### config.mk
export PLATFORM = sky130hd
export DESIGN_NAME = hcs_status_bank
export DESIGN_NICKNAME = d
export VERILOG_FILES = /design/src/rtl/hcs_pkg.sv /design/src/rtl/hcs_status_bank.sv
export VERILOG_INCLUDE_DIRS = /design/src /design/src/rtl
export SDC_FILE = /design/constraint.sdc
export NUM_CORES = 1
export LEC_CHECK = 0
export BUFFER_PORTS_ARGS = -buffer_cell sky130_fd_sc_hd__buf_2
export CORE_UTILIZATION = 37
export CTS_CLUSTER_SIZE = 10
export DETAILED_ROUTE_END_ITERATION = 8
export PLACE_DENSITY = 0.69
export SYNTH_ARGS = -nofsm -noshare
export SYNTH_HDL_FRONTEND = slang
export SYNTH_SLANG_ARGS = --single-unit
### constraint.sdc
create_clock -name core_clk -period 2.3 [get_ports core_clk]
set_input_delay 0.345 -clock core_clk [delete_from_list [all_inputs] [get_ports core_clk]]
set_output_delay 0.345 -clock core_clk [all_outputs]
set_load 0.05 [all_outputs]
### src/rtl/hcs_defines.svh
// constants for the per-channel status bank: offsets, field positions, reset values
// assumes a 32-bit classic wishbone slave with byte addresses
`ifndef HCS_DEFINES_SVH
`define HCS_DEFINES_SVH
`define HCS_OFS_STAT_A 16'h7008
`define HCS_OFS_STAT_B 16'h8008
`define HCS_OFS_MASK_A 16'h700C
`define HCS_OFS_MASK_B 16'h800C
`define HCS_STAT_RESET 11'h000
`define HCS_BIT_TX_FRAME_COMPLETE 4
`define HCS_BIT_TX_SPACE_AVAILABLE 5
`define HCS_BIT_CTS 6
`define HCS_BIT_SCTS 7
`define HCS_BIT_TXU 8
`define HCS_BIT_RX_DATA_AVAILABLE 9
`define HCS_STICKY_MASK 11'h190
`define HCS_RX_REMAINING_BYTE_COUNT_W1_MAX 4'h3
`define HCS_RX_LAST_MIN_WORDS 3'h2
`define HCS_RX_GROUP_WORDS 3'h4
`define HCS_TX_GROUP_WORDS 3'h4
`define HCS_ADDR_W 16
`endif

### src/rtl/hcs_pkg.sv
// types for the per-channel status bank
// assumes hcs_defines.svh for the numeric constants
package hcs_pkg;
    // live conditions reported by one channel's transmitter and receiver
    typedef struct packed {
        logic four_word_mode;
        logic tx_dma_on;
        logic rx_dma_on;
        logic [2:0] tx_free_words;
        logic tx_queue_empty;
        logic tx_end_sent;
        logic tx_underrun;
        logic [2:0] rx_words;
        logic rx_last_marker;
        logic rx_frame_done;
        logic [3:0] rx_valid_bytes;
    } hcs_chan_in_t;

    typedef enum logic [1:0] {
        HCS_SEL_STAT_A,
        HCS_SEL_STAT_B,
        HCS_SEL_MASK_A,
        HCS_SEL_MASK_B
    } hcs_sel_t;
endpackage

### src/rtl/hcs_status_bank.sv
// status registers for two serial channels, bits 0..10, with interrupt mask
// assumes classic wishbone master on core_clk; clear-to-send pins are asynchronous
//
// The Wishbone register port was left to the implementer.
`include "hcs_defines.svh"

module hcs_status_bank
    import hcs_pkg::*;
(
    input wire logic core_clk,
    input wire logic reset,
    input wire logic [`HCS_ADDR_W-1:0] wb_adr_i,
    input wire logic [31:0] wb_dat_i,
    input wire logic [3:0] wb_sel_i,
    input wire logic wb_we_i,
    input wire logic wb_cyc_i,
    input wire logic wb_stb_i,
    output logic [31:0] wb_dat_o,
    output logic wb_ack_o,
    output logic wb_err_o,
    input wire hcs_chan_in_t chan_a_in,
    input wire hcs_chan_in_t chan_b_in,
    input wire logic clear_to_send_pin_n_a,
    input wire logic clear_to_send_pin_n_b,
    output logic tx_abort_req_a,
    output logic tx_abort_req_b,
    output logic irq
);
    logic [1:0] cts_meta_r, cts_sync_r, cts_prev_r;
    logic [1:0] cts_meta_nxt, cts_sync_nxt, cts_prev_nxt;
    logic [10:0] stat_r [2];
    logic [10:0] stat_nxt [2];
    logic [10:0] stat_set [2];
    logic [10:0] mask_r [2];
    logic [10:0] mask_nxt [2];
    logic [31:0] dat_r, dat_nxt;
    logic ack_r, ack_nxt, err_r, err_nxt, irq_r, irq_nxt;
    logic [1:0] abort_r, abort_nxt;
    hcs_chan_in_t cin [2];
    logic req, hit, wr_lane_lo;
    hcs_sel_t sel;

    assign cin[0] = chan_a_in;
    assign cin[1] = chan_b_in;

    // live and sticky status for one channel, excluding software clear
    function automatic logic [10:0] chan_stat(input hcs_chan_in_t c, input logic [10:0] cur,
                                              input logic cts_now, input logic cts_old);
        logic [10:0] s;
        logic [2:0] need_tx;
        logic rx_ok;
        s = cur & `HCS_STICKY_MASK;
        // remaining count latched on frame completion, width limited by mode
        if (c.rx_frame_done) begin
            s[3:0] = c.four_word_mode ? c.rx_valid_bytes
                   : (c.rx_valid_bytes & `HCS_RX_REMAINING_BYTE_COUNT_W1_MAX);
        end else begin
            s[3:0] = cur[3:0];
        end
        if (c.tx_queue_empty && c.tx_end_sent) begin
            s[`HCS_BIT_TX_FRAME_COMPLETE] = 1'b1;
        end
        need_tx = c.four_word_mode ? `HCS_TX_GROUP_WORDS : 3'h1;
        s[`HCS_BIT_TX_SPACE_AVAILABLE] = !c.tx_dma_on && (c.tx_free_words >= need_tx);
        s[`HCS_BIT_CTS] = cts_now;
        if (cts_now != cts_old) begin
            s[`HCS_BIT_SCTS] = 1'b1;
        end
        if (c.tx_underrun) begin
            s[`HCS_BIT_TXU] = 1'b1;
        end
        rx_ok = c.four_word_mode ? (c.rx_words >= `HCS_RX_GROUP_WORDS) : (c.rx_words != 3'h0);
        if (c.rx_last_marker && c.rx_words >= `HCS_RX_LAST_MIN_WORDS) begin
            rx_ok = 1'b1;
        end
        s[`HCS_BIT_RX_DATA_AVAILABLE] = !c.rx_dma_on && rx_ok;
        s[10] = 1'b0;
        return s;
    endfunction

    assign req = wb_cyc_i && wb_stb_i && !ack_r && !err_r;
    assign wr_lane_lo = wb_sel_i[0] && wb_sel_i[1];

    always_comb begin
        hit = 1'b1;
        sel = HCS_SEL_STAT_A;
        case (wb_adr_i)
            `HCS_OFS_STAT_A: sel = HCS_SEL_STAT_A;
            `HCS_OFS_STAT_B: sel = HCS_SEL_STAT_B;
            `HCS_OFS_MASK_A: sel = HCS_SEL_MASK_A;
            `HCS_OFS_MASK_B: sel = HCS_SEL_MASK_B;
            default: hit = 1'b0;
        endcase
    end

    always_comb begin
        logic [10:0] wclr;
        wclr = 11'h000;
        cts_meta_nxt = {~clear_to_send_pin_n_b, ~clear_to_send_pin_n_a};
        cts_sync_nxt = cts_meta_r;
        cts_prev_nxt = cts_sync_r;
        for (int i = 0; i < 2; i++) begin
            stat_nxt[i] = chan_stat(cin[i], stat_r[i], cts_sync_r[i], cts_prev_r[i]);
            // sticky events raised this cycle, so a clear cannot swallow a repeat event
            stat_set[i] = chan_stat(cin[i], 11'h000, cts_sync_r[i], cts_prev_r[i]) & `HCS_STICKY_MASK;
            mask_nxt[i] = mask_r[i];
            abort_nxt[i] = cin[i].tx_underrun;
        end
        // write-one clears only sticky bits; set in the same cycle wins
        if (req && hit && wb_we_i && wr_lane_lo) begin
            wclr = wb_dat_i[10:0] & `HCS_STICKY_MASK;
            case (sel)
                HCS_SEL_STAT_A: stat_nxt[0] = stat_nxt[0] & ~(wclr & ~stat_set[0]);
                HCS_SEL_STAT_B: stat_nxt[1] = stat_nxt[1] & ~(wclr & ~stat_set[1]);
                HCS_SEL_MASK_A: mask_nxt[0] = wb_dat_i[10:0] & `HCS_STICKY_MASK;
                HCS_SEL_MASK_B: mask_nxt[1] = wb_dat_i[10:0] & `HCS_STICKY_MASK;
                default: wclr = 11'h000;
            endcase
        end
        ack_nxt = req && hit;
        err_nxt = req && !hit;
        dat_nxt = 32'h0000_0000;
        // reads are side-effect free
        if (req && hit && !wb_we_i) begin
            case (sel)
                HCS_SEL_STAT_A: dat_nxt = {21'h0, stat_r[0]};
                HCS_SEL_STAT_B: dat_nxt = {21'h0, stat_r[1]};
                HCS_SEL_MASK_A: dat_nxt = {21'h0, mask_r[0]};
                HCS_SEL_MASK_B: dat_nxt = {21'h0, mask_r[1]};
                default: dat_nxt = 32'h0000_0000;
            endcase
        end
        // only sticky events interrupt; level bits never do
        irq_nxt = |(stat_nxt[0] & mask_nxt[0] & `HCS_STICKY_MASK)
               || |(stat_nxt[1] & mask_nxt[1] & `HCS_STICKY_MASK);
    end

    always_ff @(posedge core_clk) begin
        if (reset) begin
            cts_meta_r <= 2'h0;
            cts_sync_r <= 2'h0;
            cts_prev_r <= 2'h0;
            stat_r[0] <= `HCS_STAT_RESET;
            stat_r[1] <= `HCS_STAT_RESET;
            mask_r[0] <= 11'h000;
            mask_r[1] <= 11'h000;
            dat_r <= 32'h0000_0000;
            ack_r <= 1'b0;
            err_r <= 1'b0;
            irq_r <= 1'b0;
            abort_r <= 2'h0;
        end else begin
            cts_meta_r <= cts_meta_nxt;
            cts_sync_r <= cts_sync_nxt;
            cts_prev_r <= cts_prev_nxt;
            stat_r[0] <= stat_nxt[0];
            stat_r[1] <= stat_nxt[1];
            mask_r[0] <= mask_nxt[0];
            mask_r[1] <= mask_nxt[1];
            dat_r <= dat_nxt;
            ack_r <= ack_nxt;
            err_r <= err_nxt;
            irq_r <= irq_nxt;
            abort_r <= abort_nxt;
        end
    end

    assign wb_dat_o = dat_r;
    assign wb_ack_o = ack_r;
    assign wb_err_o = err_r;
    assign irq = irq_r;
    assign tx_abort_req_a = abort_r[0];
    assign tx_abort_req_b = abort_r[1];
endmodule

==> impl_metrics.toml, run 1 <==
[timing]
skew_ps = 2.98
fin_tns_setup_ps = 0
slew_viol_final = 0
post-route-period-util_pct = 89.9
worstMarginPinSlew_ps = 514
hold_viol_final = 0
slew_headroom_pct = 65.5
rsz0062_at_grt = "false"
period_minus_slack_ps = 2070
finalSetupViolCount = 0
fmax_mhz = 483
worst_slack_ps = 232

[clock_tree]
clk_latency_ps = 340
max-clock-path-buffers = 2
root_buffer = "clkbuf_8"
htreeDepth = 3
cts_sinks = 57
cts.clk_slew.worst_paths_ps = 70
cts_tree = "done"
cts-resized-gates = 0
cts-buffers-inserted = 9
cts_hold_buf = 0
post_cts_buffers = 0

[setup_path]
path_buf_inv = 0
worstPathCellList = "and4bb_2 -> nand2_1 -> or4_4 -> mux2_4 -> a22oi_2 -> a41oi_1"
worst-setup-path-type = "reg -> reg"
crit_fanout = 5
worstPathArrival_ps = 2280
critPathLaunchType = "register"
slowest_delay_ps = 570
cp_top_family = "simple AND/OR/NAND/NOR gates"
cp_data_required_time_ps = 2510
end_kind = "register"
slowest_stage = "or4_4"

[detailed_routing]
routed-wl-met2_mm = 2.82
wl_per_cell_um = 12.6
drc = 0
finalWirelength_mm = 5.75
wl_met1_mm = 2.49
dr.pass1.iters = 4
routed_via_density = 4.85
route.top_layer_used = "met4"
ant_nets = 0
dr_wl_met3_um = 390
via_count = 2223
first_iter_violations = 61

[grt]
antenna_found_initial = 0
grt_max_degree = 23
grt_overflow = 0
grt_usage_pct = 17.1
grt_pass1_vias = 2163
grt_pass1_wl_mm = 9.59

[synth]
yosys.area.top_type = "dfxtp_1"
postSynthCellCount = 278
ys_top_cells_by_area = "dfxtp_1 45%, buf_4 6.4%, mux2i_1 5.1%, nor2_1 4.2%, a21oi_1 3.7%"
ys_seq_elements = 57
yosysSeqAreaShare_pct = 44.5
syn_area_per_cell_um2 = 9.22
async_flop_share_pct = 0
synth_top_area_share_pct = 44.5
synth_top_flop_cell = "dfxtp_1"
yosysWarnings = 0
netlist_area_um2 = 2560
synth_edf_count = 0
synth_cell_types = 50

[power_and_ir_drop]
p_per_area_nw_per_um2 = 711
ir_worst_vdd_uv = 749
power_leakage_uw = 0.00148

[hold_path]
holdCritPathClass = "in -> reg"

[placed_design]
dp_slack_ps = 3.55
dp.cells = 442
hpwl_mm = 4.40
placed_area_um2 = 3070
io_buffers = 78
place_congestion = 0.845

[run]
maxCapViolations = 0

[floorplanning]
dieArea_um2 = 7270
start_util_pct = 39.3
num_io_pins = 132
fp-row-count = 29
design.core.area_um2 = 6530
die_x_um = 85.2
fp.dieH_um = 85.2

[final_layout]
finalInstanceArea_um2 = 3290
instances_no_fill = 458
fill_cells = 641
num-nets-final = 475
drive_above_1_share_pct = 33.3
syn_to_final_growth_pct = 28.5
diodes = 0

[run_status]
outcome = "finished clean"
per-stage QoR:
| stage | utilization [%] | hold slack (ps) | power (uW) |
|---|---|---|---|
| 3_5_place_dp | 47.0 | 429 | 1310 |
| 6_report | 50.4 | 144 | 2340 |
| 3_3_place_gp | 47.0 | 424 | 1300 |
| 2_1_floorplan | - | 412 | 1240 |
| 5_1_grt | 50.4 | 128 | 2440 |
| 4_1_cts | 50.4 | 129 | 2360 |
cell families (layout without fill, tap and decap cells):
| logic type | count (synthesis) | in the layout | synth area share [%] |
|---|---|---|---|
| compound gates | 43 | 43 | 11.1 |
| xor+xnor | 2 | 2 | 0.683 |
| fa+ha+maj | 4 | 4 | 1.95 |
| buf+inv | 38 | 120 | 8.83 |
| flops | 57 | 57 | 44.5 |
| mux | 17 | 17 | 6.98 |
| other cells | 1 | 22 | 0.146 |
| simple gates | 116 | 116 | 25.8 |
routing by layer:
layer | vias up | global-route usage [%]
met3 | 5 | 6.32
met2 | 84 | 29.5
met1 | 1016 | 19.5
met4 | 0 | 5.39
met5 | - | 0
li1 | 1118 | -
final timing paths:
check	startpoint	end	slack, ps	depth (start not counted)
hold reg to reg	cts_meta_r[0]	cts_prev_nxt[0]	440	1
hold / removal	clear_to_send_pin_n_a	cts_meta_r[0]	140	2
setup / recovery	wb_err_o	irq	230	6
setup reg to reg	wb_err_o	irq	230	6
where the power goes:
part	switching, uW	total [uW]	internal, uW
registers	12.0	1020	1010
clock network	433	1050	620
logic	175	265	90.0
total	620	2340	1720
cells in the final DEF, fill, tap and decap left out, drive strengths merged, types with 3 or more instances in the layout:
cell type	netlist	routed
nor3	8	8
and2	14	14
mux2	4	4
nor2b	10	10
ha	4	4
nor2	29	29
a22oi	4	4
nand4	5	5
nand2	23	23
o21ai	3	3
conb	1	22
clkbuf	4	9
buf	26	96
a21oi	19	19
o211ai	7	7
nand3	8	8
inv	8	10
nand2b	5	5
dfxtp	57	57
mux2i	13	13
cell usage after synthesis (4+ instances only):
cell,count
nand2b_1,5
nor2_1,29
a21oi_1,19
buf_4,22
nand3_1,7
and2_1,14
mux2i_1,13
ha_1,4
dfxtp_1,57
inv_1,8
nand4_1,5
clkbuf_1,4
o211ai_1,7
nor2b_1,10
nand2_1,23
nor3_1,7
area by class of cell:
cell class | count | area [um^2] | share of cell area, %
clock buffers | 9 | 124 | 3.76
clock inverters | 7 | 103 | 3.11
inverters | 8 | 30.0 | 0.912
multi-input cells | 204 | 1270 | 38.7
flip-flops and latches | 57 | 1140 | 34.6
well taps | 77 | 96.3 | 2.92
repair buffers | 96 | 526 | 16.0
No activity file was read; power rests on OpenSTA's default activity.
==> run 2, diff against run 1 <==
- clock period: 2.3 -> 2.63 ns (I/O delays scaled with it)
==> run 2 against run 1 <==
  * Sequential share of layout area up 0.99 points
  * Hold slack better by 63 ps
  * Largest power group is now sequential cells
  * First-iteration DRC count up 140%
  * Highest routed layer unchanged
  * Total power down 14%
  * Critical path type unchanged
  * Flip-flop and latch count unchanged
  * Non-clock buffer count down 11
  * Fmax down 1.0%
  * Count of clock-buffer cells in the layout up 1
==> impl_metrics.toml, run 2 (synthesized netlist as in run 1, its figures left out) <==
[run_status]
outcome = "finished clean"

[floorplanning]
start_util_pct = 39.3
die_x_um = 85.2
fp-row-count = 29
design.core.area_um2 = 6530
num_io_pins = 132
dieArea_um2 = 7270
fp.dieH_um = 85.2

[setup_path]
worstPathArrival_ps = 2290
reg2reg_depth = 6
r2r_end = "irq"
r2r-start = "wb_err_o"
crit_fanout = 5
slowest_delay_ps = 570
end_kind = "register"
worstPathCellList = "and4bb_2 -> nand2_1 -> or4_4 -> mux2_4 -> a22oi_2 -> a41oi_1"
cp_top_family = "simple AND/OR/NAND/NOR gates"
worst-setup-path-type = "reg -> reg"
critPathLaunchType = "register"
slowest_stage = "or4_4"
path_buf_inv = 0
cp_data_required_time_ps = 2830
rrSetupSlack_ps = 540

[clock_tree]
cts-buffers-inserted = 9
clk_latency_ps = 330
cts_tree = "done"
htreeDepth = 3
cts_sinks = 57
cts-resized-gates = 0
cts.clk_slew.worst_paths_ps = 60
max-clock-path-buffers = 2
post_cts_buffers = 0
root_buffer = "clkbuf_8"
cts_hold_buf = 0

[timing]
finalSetupViolCount = 0
worstMarginPinSlew_ps = 543
skew_ps = 6.47
rsz0062_at_grt = "false"
holdWs_ps = 207
post-route-period-util_pct = 79.5
fmax_mhz = 478
slew_viol_final = 0
fin_tns_setup_ps = 0
period_minus_slack_ps = 2090
hold_viol_final = 0
slew_headroom_pct = 63.5

[final_layout]
drive_above_1_share_pct = 31.2
utilization_pct = 49.0
multi_input_area_um2 = 1270
syn_to_final_growth_pct = 24.9
layout_common_cells = "78 x buf_2, 57 x dfxtp_1, 29 x nor2_1"
regArea_um2 = 1140
layout_commonest_cell = "buf_2"
fill_cells = 627
num-nets-final = 464
diodes = 0

[grt]
grt_pass1_vias = 2056
grt_overflow = 0
grt_max_degree = 37
antenna_found_initial = 0
grt_pass1_wl_mm = 9.15
grt_usage_pct = 16.5

[placed_design]
io_buffers = 78
hpwl_mm = 4.05
place_congestion = 0.849

[detailed_routing]
routed_via_density = 4.83
first_iter_violations = 145
ant_nets = 0
drc = 0
via_count = 2152
finalWirelength_mm = 5.45
dr.pass1.iters = 5
wl_per_cell_um = 12.2

[hold_path]
min_from = "clear_to_send_pin_n_a"
min_to = "cts_meta_r[0]"
holdCritPathClass = "in -> reg"
min_path_cells = 2

[power_and_ir_drop]
ir_worst_vdd_uv = 370
p_per_area_nw_per_um2 = 626
power_leakage_uw = 0.00142

[run]
maxCapViolations = 0
run 2: cell type report:
class	instances	share of cell area, %
Tap cell	77	3.01
Clock buffer	10	4.30
Timing Repair Buffer	85	13.8
Clock inverter	5	2.50
Inverter	8	0.938
Sequential cell	57	35.6
Multi-Input combinational cell	204	39.8
run 2: per-stage QoR:
stage          cell area [um^2]  power [uW]  worst slack (ps)  instances
3_3_place_gp               2990        1140               195        431
3_5_place_dp               2990        1140               187        431
2_1_floorplan              2640        1090               440        299
6_report                   3200        2000               540        446
4_1_cts                    3200        2030               540        446
5_1_grt                    3200        2100               446        446
run 2: where the power goes:
group          total [uW]  leakage (uW)  internal, uW  switching (uW)
Combinational         225      0.000856          74.7             151
Clock                 883      0.000104           551             332
Sequential            896      0.000464           886            9.81
Total                2000       0.00142          1510             492
run 2: worst max-delay path by stage:
stage,from,slack (ps),depth (start not counted),end
finish,wb_err_o,540,6,irq
global route,wb_adr_i[7],450,7,irq
CTS,wb_err_o,540,6,irq
detailed placement,wb_adr_i[7],190,7,irq
global placement,wb_adr_i[7],190,7,irq
floorplan,wb_err_o,440,6,irq
run 2: metal layers:
layer | vias to the layer above | global-route usage [%] | routed length (um)
li1 | 1095 | - | -
met1 | 963 | 19.8 | 2360
met2 | 92 | 27.1 | 2640
met3 | 2 | 6.52 | 416
met4 | 0 | 5.39 | 33
met5 | - | 0 | 0
